**config.mk**
```make
export PLATFORM = sky130hd
export DESIGN_NAME = dpc_counter
export DESIGN_NICKNAME = d
export VERILOG_FILES = /design/src/core/dpc_counter.v /design/src/core/dpc_out_timer.v
export VERILOG_INCLUDE_DIRS = /design/src /design/src/core
export SDC_FILE = /design/constraint.sdc
export NUM_CORES = 1
export LEC_CHECK = 0
export ABC_AREA = 1
export ABC_CLOCK_PERIOD_IN_PS = 6100
export BUFFER_PORTS_ARGS = -buffer_cell sky130_fd_sc_hd__buf_2
export CAP_MARGIN = 20
export CORE_MARGIN = 4
export CORE_UTILIZATION = 45
export DETAILED_ROUTE_END_ITERATION = 10
export PLACE_DENSITY = 0.65
export SLEW_MARGIN = 20
export SYNTH_ARGS = -nofsm -noshare
export SYNTH_HDL_FRONTEND = slang
export SYNTH_SLANG_ARGS = --single-unit
```
**constraint.sdc**
```tcl
create_clock -name clock_i -period 6.1 [get_ports clock_i]
set_input_delay 0.915 -clock clock_i [delete_from_list [all_inputs] [get_ports clock_i]]
set_output_delay 0.915 -clock clock_i [all_outputs]
set_load 0.05 [all_outputs]
```
**src/core/dpc_consts.vh**
```
// Constants for the dual preset counter mode logic
`ifndef DPC_CONSTS_VH
`define DPC_CONSTS_VH
`define DPC_CNT_W 16
`define DPC_TIME_W 14
`define DPC_COUNT_RST 16'h0000
`define DPC_TIMER_RST 14'h0000
`define DPC_TICK_MS 10
`define DPC_CLK_NS 10
`define DPC_TICK_CYCLES ((`DPC_TICK_MS * 1000000) / `DPC_CLK_NS)
`define DPC_TICKDIV_W 20
`define DPC_MODE_MSB 3
`define DPC_MODE_RTP_BIT 3
`define DPC_MODE_TIMED1_BIT 0
`define DPC_MODE_AUTO_BIT 2
`define DPC_MODE_AFTER_BIT 1
`define DPC_MODE_4 4'h4
`define DPC_MODE_5 4'h5
`define DPC_MODE_6 4'h6
`define DPC_MODE_7 4'h7
`define DPC_MODE_8 4'h8
`define DPC_MODE_9 4'h9
`define DPC_MODE_10 4'ha
`define DPC_MODE_11 4'hb
`define DPC_MODE_12 4'hc
`define DPC_MODE_13 4'hd
`define DPC_MODE_14 4'he
`define DPC_MODE_15 4'hf
`endif

```
**src/core/dpc_counter.v**
```verilog
// Dual preset pulse counter with mode controlled outputs
// Notes on behaviour
// - Mode 4: out1 on at preset1; at preset2 out2 timed, out1 off, reload zero.
// - Mode 5: both outputs timed independently; reload zero at preset2.
// - Mode 6: out1 on at preset1, off at preset2; reload zero when out2 ends.
// - Mode 7: both timed; reload zero when out2 timing finishes.
// - Mode 8: count down; latch out1 at preset1, out2 at zero; keep counting.
// - Mode 9: count down; timed out1 at preset1, out2 at zero; keep counting.
// - Mode 10: out1 on at preset1; at zero out2 latches, out1 off.
// - Mode 11: out1 on at preset1; at zero out1 off, timed out2.
// - Mode 12: at zero timed out2, out1 off, reload preset2 at once.
// - Mode 13: both timed; reload preset2 at zero.
// - Mode 14: at zero out1 off, timed out2; reload preset2 when out2 ends.
// - Mode 15: both timed; reload preset2 when out2 ends.
// - Automatic reloads never drop a count pulse arriving in that cycle.
// - Manual reset wins always, reloads start value, drops both outputs.
// - Manual reset comes from remote terminal always, front button when enabled.
// - Front reset enable switch gates the front panel button.
// - Switches 5 to 8 choose the mode; 1 to 3 only condition input.
// - Count up when direction high, down when low, in any mode.
// - Remote reset held low holds counter reset with outputs off.
// - Each falling edge of the count input registers one count.
`timescale 1ns/1ps
`include "dpc_consts.vh"
module dpc_counter
(
    // Clock and reset
    input wire clock_i,
    input wire rst_n_i,
    // Field terminals
    input wire count_n_i,
    input wire count_direction_input_i,
    input wire remote_reset_n_i,
    input wire front_reset_button_i,
    // Rear switches
    input wire front_reset_enable_switch_i,
    input wire mode_sw5_i,
    input wire mode_sw6_i,
    input wire mode_sw7_i,
    input wire mode_sw8_i,
    // Programmed values
    input wire [`DPC_CNT_W-1:0] preset1_i,
    input wire [`DPC_CNT_W-1:0] preset2_i,
    input wire [`DPC_TIME_W-1:0] time1_i,
    input wire [`DPC_TIME_W-1:0] time2_i,
    // Results
    output reg [`DPC_CNT_W-1:0] count_o,
    output reg output1_o,
    output reg output2_o,
    output reg [3:0] mode_o
);
    localparam [1:0] ST_RUN = 2'b01;
    localparam [1:0] ST_WAIT = 2'b10;

    reg [1:0] state;
    reg [1:0] next_state;
    reg count_prev;
    reg [`DPC_TICKDIV_W-1:0] tick_div;
    reg tick;
    reg latch1;
    reg latch2;
    reg [`DPC_CNT_W-1:0] next_count;
    reg next_latch1;
    reg next_latch2;
    reg fire1;
    reg fire2;
    reg [`DPC_CNT_W-1:0] stepped;
    reg [`DPC_CNT_W-1:0] start_val;
    wire [3:0] mode;
    reg armed;
    reg rtp;
    reg timed1;
    reg latch2_mode;
    reg clear1;
    reg auto_rl;
    reg after_t2;
    wire manual_rst;
    wire count_pulse;
    wire t1_active;
    wire t2_active;
    wire t2_expire;
    wire hit1;
    wire hit2;

    assign mode = {mode_sw5_i, mode_sw6_i, mode_sw7_i, mode_sw8_i};

    // Per mode output and reload behaviour
    always @*
    begin
        armed = 1'b1;
        rtp = 1'b0;
        timed1 = 1'b0;
        latch2_mode = 1'b0;
        clear1 = 1'b0;
        auto_rl = 1'b0;
        after_t2 = 1'b0;
        case (mode)
            `DPC_MODE_4:
            begin
                clear1 = 1'b1;
                auto_rl = 1'b1;
            end
            `DPC_MODE_5:
            begin
                timed1 = 1'b1;
                auto_rl = 1'b1;
            end
            `DPC_MODE_6:
            begin
                clear1 = 1'b1;
                auto_rl = 1'b1;
                after_t2 = 1'b1;
            end
            `DPC_MODE_7:
            begin
                timed1 = 1'b1;
                auto_rl = 1'b1;
                after_t2 = 1'b1;
            end
            `DPC_MODE_8:
            begin
                rtp = 1'b1;
                latch2_mode = 1'b1;
            end
            `DPC_MODE_9:
            begin
                rtp = 1'b1;
                timed1 = 1'b1;
            end
            `DPC_MODE_10:
            begin
                rtp = 1'b1;
                latch2_mode = 1'b1;
                clear1 = 1'b1;
            end
            `DPC_MODE_11:
            begin
                rtp = 1'b1;
                clear1 = 1'b1;
            end
            `DPC_MODE_12:
            begin
                rtp = 1'b1;
                clear1 = 1'b1;
                auto_rl = 1'b1;
            end
            `DPC_MODE_13:
            begin
                rtp = 1'b1;
                timed1 = 1'b1;
                auto_rl = 1'b1;
            end
            `DPC_MODE_14:
            begin
                rtp = 1'b1;
                clear1 = 1'b1;
                auto_rl = 1'b1;
                after_t2 = 1'b1;
            end
            `DPC_MODE_15:
            begin
                rtp = 1'b1;
                timed1 = 1'b1;
                auto_rl = 1'b1;
                after_t2 = 1'b1;
            end
            default:
            begin
                // Unhandled modes only count
                armed = 1'b0;
            end
        endcase
    end

    // Remote always, front only when enabled
    assign manual_rst = !remote_reset_n_i ||
        (front_reset_enable_switch_i && front_reset_button_i);
    assign count_pulse = count_prev && !count_n_i;

    // Detect targets on the value the next count reaches
    assign hit1 = count_pulse && armed && (stepped == preset1_i);
    assign hit2 = count_pulse && armed && (stepped == (rtp ? `DPC_COUNT_RST : preset2_i));

    always @*
    begin
        start_val = rtp ? preset2_i : `DPC_COUNT_RST;
        stepped = count_direction_input_i ? count_o + 16'h0001 : count_o - 16'h0001;
        next_count = count_o;
        next_latch1 = latch1;
        next_latch2 = latch2;
        next_state = state;
        fire1 = 1'b0;
        fire2 = 1'b0;
        if (count_pulse)
        begin
            next_count = stepped;
        end
        case (state)
            ST_RUN:
            begin
                if (hit1)
                begin
                    fire1 = timed1;
                    next_latch1 = !timed1;
                end
                if (hit2)
                begin
                    fire2 = !latch2_mode;
                    next_latch2 = latch2_mode;
                    if (clear1)
                    begin
                        next_latch1 = 1'b0;
                    end
                    if (auto_rl && !after_t2)
                    begin
                        // Reload lands on the hit value, so no pulse is lost
                        next_count = start_val;
                    end
                    else if (auto_rl)
                    begin
                        next_state = ST_WAIT;
                    end
                end
            end
            ST_WAIT:
            begin
                if (t2_expire)
                begin
                    // Pulse of this cycle is folded into the reloaded value
                    if (count_pulse)
                    begin
                        next_count = count_direction_input_i ?
                            start_val + 16'h0001 : start_val - 16'h0001;
                    end
                    else
                    begin
                        next_count = start_val;
                    end
                    next_state = ST_RUN;
                end
            end
            default:
            begin
                next_state = ST_RUN;
            end
        endcase
        if (manual_rst)
        begin
            next_count = start_val;
            next_latch1 = 1'b0;
            next_latch2 = 1'b0;
            next_state = ST_RUN;
        end
    end

    always @(posedge clock_i)
    begin
        if (!rst_n_i)
        begin
            state <= ST_RUN;
            count_prev <= 1'b1;
            tick_div <= 20'h00000;
            tick <= 1'b0;
            latch1 <= 1'b0;
            latch2 <= 1'b0;
            count_o <= `DPC_COUNT_RST;
            output1_o <= 1'b0;
            output2_o <= 1'b0;
            mode_o <= 4'h0;
        end
        else
        begin
            count_prev <= count_n_i;
            if (tick_div == `DPC_TICK_CYCLES - 1)
            begin
                tick_div <= 20'h00000;
                tick <= 1'b1;
            end
            else
            begin
                tick_div <= tick_div + 20'h00001;
                tick <= 1'b0;
            end
            state <= next_state;
            latch1 <= next_latch1;
            latch2 <= next_latch2;
            count_o <= next_count;
            // Timed outputs rise on the same edge as the count that fires them
            output1_o <= !manual_rst && (next_latch1 || fire1 || t1_active);
            output2_o <= !manual_rst && (next_latch2 || fire2 || t2_active);
            mode_o <= mode;
        end
    end

    dpc_out_timer u_timer1
    (
        .clock_i(clock_i),
        .rst_n_i(rst_n_i),
        .tick_i(tick),
        .fire_i(fire1),
        .kill_i(manual_rst),
        .duration_i(time1_i),
        .active_o(t1_active),
        .expire_o()
    );

    dpc_out_timer u_timer2
    (
        .clock_i(clock_i),
        .rst_n_i(rst_n_i),
        .tick_i(tick),
        .fire_i(fire2),
        .kill_i(manual_rst),
        .duration_i(time2_i),
        .active_o(t2_active),
        .expire_o(t2_expire)
    );
endmodule

```
**src/core/dpc_out_timer.v**
```verilog
// Down-counting timer for one timed output
`timescale 1ns/1ps
`include "dpc_consts.vh"
module dpc_out_timer
(
    // Clock and reset
    input wire clock_i,
    input wire rst_n_i,
    // Control
    input wire tick_i,
    input wire fire_i,
    input wire kill_i,
    input wire [`DPC_TIME_W-1:0] duration_i,
    // Status
    output reg active_o,
    output reg expire_o
);
    reg [`DPC_TIME_W-1:0] remain;
    always @(posedge clock_i)
    begin
        if (!rst_n_i || kill_i)
        begin
            remain <= `DPC_TIMER_RST;
            active_o <= 1'b0;
            expire_o <= 1'b0;
        end
        else if (fire_i)
        begin
            // Zero duration gives a one tick pulse
            remain <= (duration_i == `DPC_TIMER_RST) ? 14'h0001 : duration_i;
            active_o <= 1'b1;
            expire_o <= 1'b0;
        end
        else if (active_o && tick_i)
        begin
            remain <= remain - 14'h0001;
            if (remain == 14'h0001)
            begin
                active_o <= 1'b0;
                expire_o <= 1'b1;
            end
            else
            begin
                expire_o <= 1'b0;
            end
        end
        else
        begin
            expire_o <= 1'b0;
        end
    end
endmodule

```
==> flow_summary.yaml, run 1 <==
clocking:
  cts_tree: "done"
  post_cts_buffers: 0
  clk_latency_ns: 0.35
  hold_buffers: 0
  cts.clk_slew.worst_paths_ns: 0.07
  clock-root-buffer: "clkbuf_16"
  htree_levels: 3
  cts_sinks: 79
  cts_made_buffers: 9
  clock_path_buffers: 2
  cts_resized: 0
routing:
  firstDrtPassIters: 8
  drt-initial-drc-count: 672
  postRouteWirelength_um: 22720
  routed_via_density: 5.309
  wire_per_inst_um: 14.52
  vias: 8304
  ant_nets: 0
  drc_errors: 0
sta:
  layout_min_cycle_time_ns: 4.136
  finalMaxSlewViolations: 0
  slew_headroom_pct: 35.25
  worstMarginPinSlew_ns: 0.9693
  skew_ns: 0.01450
  rsz0062_at_grt: "false"
  fin_hold_ws_ns: 0.4576
  final.setup.tns_ns: 0
  fmaxAchievable_mhz: 241.8
  setup_viol: 0
  finalCritPeriodShare_pct: 67.80
  hold_viol: 0
finish:
  layout_commonest_cell: "nand2_1"
  area_growth_pct: 12.41
  fin_util_pct: 52.15
  final_cell_mix: "nand2_1 (347), inv_1 (163), nor2_1 (125)"
  num_antenna_cells: 0
  nNetsFinal: 1451
  drive_above_1_share_pct: 11.72
setup_path:
  crit_path_max_fanout: 17
  slowest_delay_ns: 0.38
  critPathLaunchType: "primary input"
  cp_top_family: "simple AND/OR/NAND/NOR gates"
  required_ns: 6.35
  worst-setup-path-type: "primary input to flip-flop"
  timing.rr.start: "count_o[0]"
  cp-end-kind: "flip-flop"
  timing.critical_path.mode_cell: "nand2_1"
  slowest_stage: "inv_1"
  setup.worst_path.start: "count_direction_input_i"
  path_cells: "buf_2 -> inv_1 -> buf_4 -> ha_1 -> nand2_1 -> inv_1 -> a21oi_1 -> nand3_1 -> nand2_1 -> nand2_1 -> nand2_1 -> nand2_1 -> inv_1 -> nand2_1 -> nor2_4 -> nand2_4 -> nor2_4 -> nand2_4 -> nand2_2 -> inv_1 -> nand2_1 -> nand3_1 -> nand2_1 -> inv_1"
  worstPathArrival_ns: 4.39
  path_buf_inv: 7
synth:
  syn-num-nets: 1375
  synth_area_per_cell_um2: 5.880
  synth_edf_count: 0
  synth-seq-cells: 79
  yosys_warnings: 0
  synth-async-reset-ratio_pct: 0
  ys_seq_area_share_pct: 21.23
  synth_cells: 1267
  ys_types: 50
  synthFlopType: "dfxtp_1"
  synthesis.area_mm2: 0.007450
global_routing:
  grt_antenna_before_repair: 0
  grt-ovfl-total: 0
  grt_pass1_vias: 7472
  grt_max_degree: 35
  grt_pass1_wl_um: 36790
  grt_use_total_pct: 24.30
run:
  maxCapViolCount: 0
power:
  peakVddDrop_v: 0.0001636
  p_leak_nw: 4.383
  powerDensity_mw_per_mm2: 193.3
floorplanning:
  initial_core_util_pct: 46.39
  core-area_mm2: 0.01606
  die_w_um: 136.7
  ios: 93
  rows: 46
  fp.dieH_um: 136.7
  fp.dieArea_mm2: 0.01868
run_status:
  outcome: "finished, final reports clean"
placement:
  hpwl_um: 17800
  io_buffers: 92
  place_congestion: 0.9289
min_path:
  worstHoldStart: "tick_div[0]"
  hold_class: "flip-flop to flip-flop"
## kinds of logic (layout without fill, tap and decap cells)
family	count (synthesis)	in the layout	synth area share [%]
buffers and inverters	205	286	10.85
multiplexers	1	1	0.1344
AO/OA/AOI/OAI	211	211	15.32
AND/OR/NAND/NOR	698	698	41.62
adder cells (fa/ha/maj)	37	37	6.416
XOR/XNOR	36	36	4.434
flip-flops	79	79	21.23
## synthesized netlist by cell type, types with 3 or more instances
cell / n / share of area (%)
nor2_4: 3 / 0.45
nor3_1: 23 / 1.5
buf_2: 4 / 0.27
nor4_1: 19 / 1.6
nor3b_1: 7 / 0.71
o21bai_1: 5 / 0.50
o21ai_0: 92 / 6.2
inv_2: 7 / 0.35
nor2_1: 125 / 6.3
nand3b_1: 3 / 0.30
clkbuf_1: 21 / 1.1
clkinv_1: 4 / 0.20
nand2_2: 13 / 1.1
or2_2: 8 / 0.67
nand2_1: 347 / 17
o21ai_1: 5 / 0.34
xor2_1: 23 / 2.7
o22ai_1: 5 / 0.42
nor2_2: 4 / 0.34
buf_4: 3 / 0.30
o21a_1: 3 / 0.30
nand3_1: 113 / 7.6
dfxtp_1: 79 / 21
nand4_1: 21 / 1.8
nand2_4: 3 / 0.45
inv_1: 163 / 8.2
a21oi_1: 83 / 5.6
and2_1: 3 / 0.25
buf_6: 3 / 0.45
xnor2_1: 12 / 1.4
ha_1: 35 / 5.9
## power by group
part / total (mW) / switching [mW] / internal (mW)
clock: 0.586 / 0.250 / 0.336
sequential: 0.543 / 0.0158 / 0.528
combinational: 0.490 / 0.329 / 0.161
total: 1.62 / 0.595 / 1.02
## final cells by class
cell class | instances | area [um^2]
Multi-Input combinational cell | 983 | 5065
Sequential cell | 79 | 1582
Clock buffer | 10 | 239.0
Tap cell | 216 | 270.3
Timing Repair Buffer | 96 | 490.5
Inverter | 174 | 653.1
Fill cell | 1709 | 7684
Clock inverter | 6 | 75.07
## metrics by stage
stage	instances	total power, mW	cell area (um^2)	setup WS, ns
floorplan	1267	0.9052	7450	2.357
global placement	1548	1.035	8060	1.663
detailed placement	1548	1.037	8060	1.645
CTS	1564	1.619	8374	2.007
global route	1564	1.704	8374	1.582
finish	1564	1.619	8374	1.964
## state kept, by name, summed over array words and instances, names as in the netlist
| register | cells |
|---|---|
| u_timer2.expire_o | 1 |
| u_timer1.remain | 14 |
| count_o | 16 |
| output1_o | 1 |
| latch2 | 1 |
| u_timer2.remain | 14 |
| u_timer2.active_o | 1 |
| output2_o | 1 |
| u_timer1.active_o | 1 |
| tick_div | 20 |
| state | 2 |
| latch1 | 1 |
| mode_o | 4 |
| tick | 1 |
| count_prev | 1 |
## worst register-to-register path: cells and delay by family, from the launching register on
kind | cells | cell delay [ns]
and+or+nand+nor | 19 | 1.99
adders and majority gates | 1 | 0.54
DFF | 1 | 0.46
buffers and inverters | 3 | 0.24
## worst paths after layout
check,to,slack [ns],depth (start not counted)
max,u_timer2.remain[5],1.96,24
min,tick_div[0],0.46,1
max reg2reg,u_timer2.remain[5],2.75,23
min reg2reg,tick_div[0],0.46,1
## routing by layer
layer	track usage (%)	vias up	wire (um)
li1	-	4296	-
met1	35.61	3725	11130
met2	37.32	253	9827
met3	3.934	30	1437
met4	5.543	0	323
met5	0	-	0
(Power assumes the default switching activity.)
==> inputs of run 2 (changes only) <==
ABC_CLOCK_PERIOD_IN_PS = 3650   (was 6100)
PLACE_DENSITY = 0.68   (was 0.65)
clock period = 3.65 ns   (was 6.1 ns; I/O delays follow)
==> run 2 against run 1 <==
Critical path depth decreased by 3. Flip-flop and latch count unchanged. Die area is the same. Core utilization increased by 0.094 points. Hold slack got worse by 0.067 ns. Critical endpoint is now count_o[12]. Highest routed layer unchanged.
==> flow_summary.yaml, run 2 (synthesis gave the netlist of run 1 again) <==
run_status:
  outcome: "finished, final reports clean"
sta:
  slew_headroom_pct: 54.38
  layout_min_cycle_time_ns: 3.287
  worstMarginPinSlew_ns: 0.6802
  finalCritPeriodShare_pct: 90.04
  fmaxAchievable_mhz: 304.3
  skew_ns: 0.009453
  rsz0062_at_grt: "false"
  fin_hold_ws_ns: 0.3907
  final.setup.tns_ns: 0
  setup_viol: 0
  hold_viol: 0
  finalMaxSlewViolations: 0
power:
  peakVddDrop_v: 0.0002260
  p_leak_nw: 4.393
  power_mw: 2.581
  powerDensity_mw_per_mm2: 307.7
floorplanning:
  fp.dieH_um: 136.7
  die_w_um: 136.7
  ios: 93
  fp.dieArea_mm2: 0.01868
  initial_core_util_pct: 46.39
  rows: 46
  core-area_mm2: 0.01606
routing:
  met1_length_um: 10600
  postRouteWirelength_um: 22110
  wire_per_inst_um: 14.09
  ant_nets: 0
  drc_errors: 0
  routed.top_layer: "met4"
  vias: 8281
  wl_met2_um: 9745
  routed_via_density: 5.278
  drt-initial-drc-count: 789
  wl_met3_um: 1410
  firstDrtPassIters: 5
min_path:
  min_path_cells: 3
  hold_class: "primary input to flip-flop"
  worstHoldStart: "count_n_i"
placement:
  place_congestion: 0.9517
  hpwl_um: 17470
  place_area_mm2: 0.008118
  io_buffers: 92
clocking:
  clock-root-buffer: "clkbuf_16"
  post_cts_buffers: 0
  hold_buffers: 0
  clk_latency_ns: 0.35
  cts.clk_slew.worst_paths_ns: 0.07
  clock_path_buffers: 2
  cts_tree: "done"
  cts_sinks: 79
  cts_made_buffers: 9
  htree_levels: 3
  cts_resized: 0
global_routing:
  grt_pass1_wl_um: 35600
  grt_use_total_pct: 23.62
  grt_antenna_before_repair: 0
  grt_pass1_vias: 7317
  grt-ovfl-total: 0
  grt_max_degree: 34
setup_path:
  cp_top_family: "simple AND/OR/NAND/NOR gates"
  crit_path_max_fanout: 29
  crit_cells: 21
  timing.rr.start: "count_o[1]"
  slowest_delay_ns: 0.31
  worst-setup-path-type: "primary input to flip-flop"
  required_ns: 3.90
  worstPathArrival_ns: 3.54
  setup.worst_path.start: "count_direction_input_i"
  path_buf_inv: 4
  r2r_end: "count_o[12]"
  crit_end: "count_o[12]"
  r2r_cells: 18
  r2r_slack_ns: 0.56
  critPathLaunchType: "primary input"
  cp-end-kind: "flip-flop"
  path_cells: "buf_2 -> inv_1 -> buf_12 -> ha_1 -> a21oi_1 -> nand2_1 -> nand3_1 -> nand3_1 -> nand2_1 -> nand2_1 -> nand2_1 -> nand2_1 -> inv_1 -> nand2_1 -> nor2_4 -> nand3_1 -> nand2_1 -> nand3_1 -> nand3_1 -> nand2_1 -> a21oi_1"
  timing.critical_path.mode_cell: "nand2_1"
  slowest_stage: "ha_1"
run:
  maxCapViolCount: 0
finish:
  drive_above_1_share_pct: 12.05
  area_growth_pct: 12.61
  layout_commonest_cell: "nand2_1"
  largest_register: "tick_div"
  final_cell_mix: "nand2_1 (347), inv_1 (163), nor2_1 (125)"
  reg_top3: "tick_div (20), count_o (16)"
  seq_area_mm2: 0.001582
  nFillCells: 1675
  multi_input_area_mm2: 0.005065
  nNetsFinal: 1457
  largest_reg_flops: 20
  finalInstanceArea_mm2: 0.008389
  num_antenna_cells: 0
==> run 2: changes by cell type in the layout (fill, tap and decap cells not counted), sizes merged <==
cell	previous run	this run
clkinvlp	1	2
clkinv	4	7
buf	96	102
bufinv	1	0
inv	174	171
clkbuf	10	9
==> run 2: area by class of cell <==
type	count	share of cell area [%]
clock inverter	6	0.5518
sequential	79	18.85
tap	216	3.221
timing repair buffer	102	6.532
inverter	174	7.785
clock buffer	9	2.685
multi-input combinational	983	60.37
==> run 2: through the flow <==
stage / utilization, % / setup WS, ns / std cells
floorplan: - / 0.2746 / 1267
global placement: 50.55 / 0.1117 / 1554
detailed placement: 50.55 / 0.07022 / 1554
CTS: 52.24 / 0.4409 / 1569
global route: 52.24 / 0.1171 / 1569
finish: 52.24 / 0.3635 / 1569
==> run 2: worst min-delay path by stage <==
| stage | to | slack, ns |
|---|---|---|
| after floorplan | tick_div[0] | 0.42 |
| after global placement | tick_div[0] | 0.43 |
| after detailed placement | tick_div[0] | 0.44 |
| after CTS | count_prev | 0.38 |
| after global routing | count_prev | 0.41 |
| final | count_prev | 0.39 |
==> run 2: report_power, final <==
part / internal, mW / switching, mW / total, mW
combinational: 0.275 / 0.556 / 0.831
clock: 0.460 / 0.386 / 0.846
sequential: 0.882 / 0.0216 / 0.904
total: 1.62 / 0.964 / 2.58
==> run 2: metal layers <==
| layer | GRT usage (%) | vias up |
|---|---|---|
| met3 | 2.978 | 35 |
| li1 | - | 4307 |
| met1 | 34.01 | 3694 |
| met2 | 37.46 | 245 |
| met5 | 0 | - |
| met4 | 5.767 | 0 |
==> run 2: worst register-to-register path: stages, from the launching register on <==
cell and delay, ns:
dfxtp_1 0.37, fa_1 0.45, nand3_1 0.16, nand2_1 0.11
nand3_1 0.17, nand3_1 0.12, nand2_1 0.07, nand2_1 0.11
nand2_1 0.10, nand2_1 0.05, inv_1 0.05, nand2_1 0.08
nor2_4 0.24, nand3_1 0.31, nand2_1 0.14, nand3_1 0.11
nand3_1 0.10, nand2_1 0.06, a21oi_1 0.19
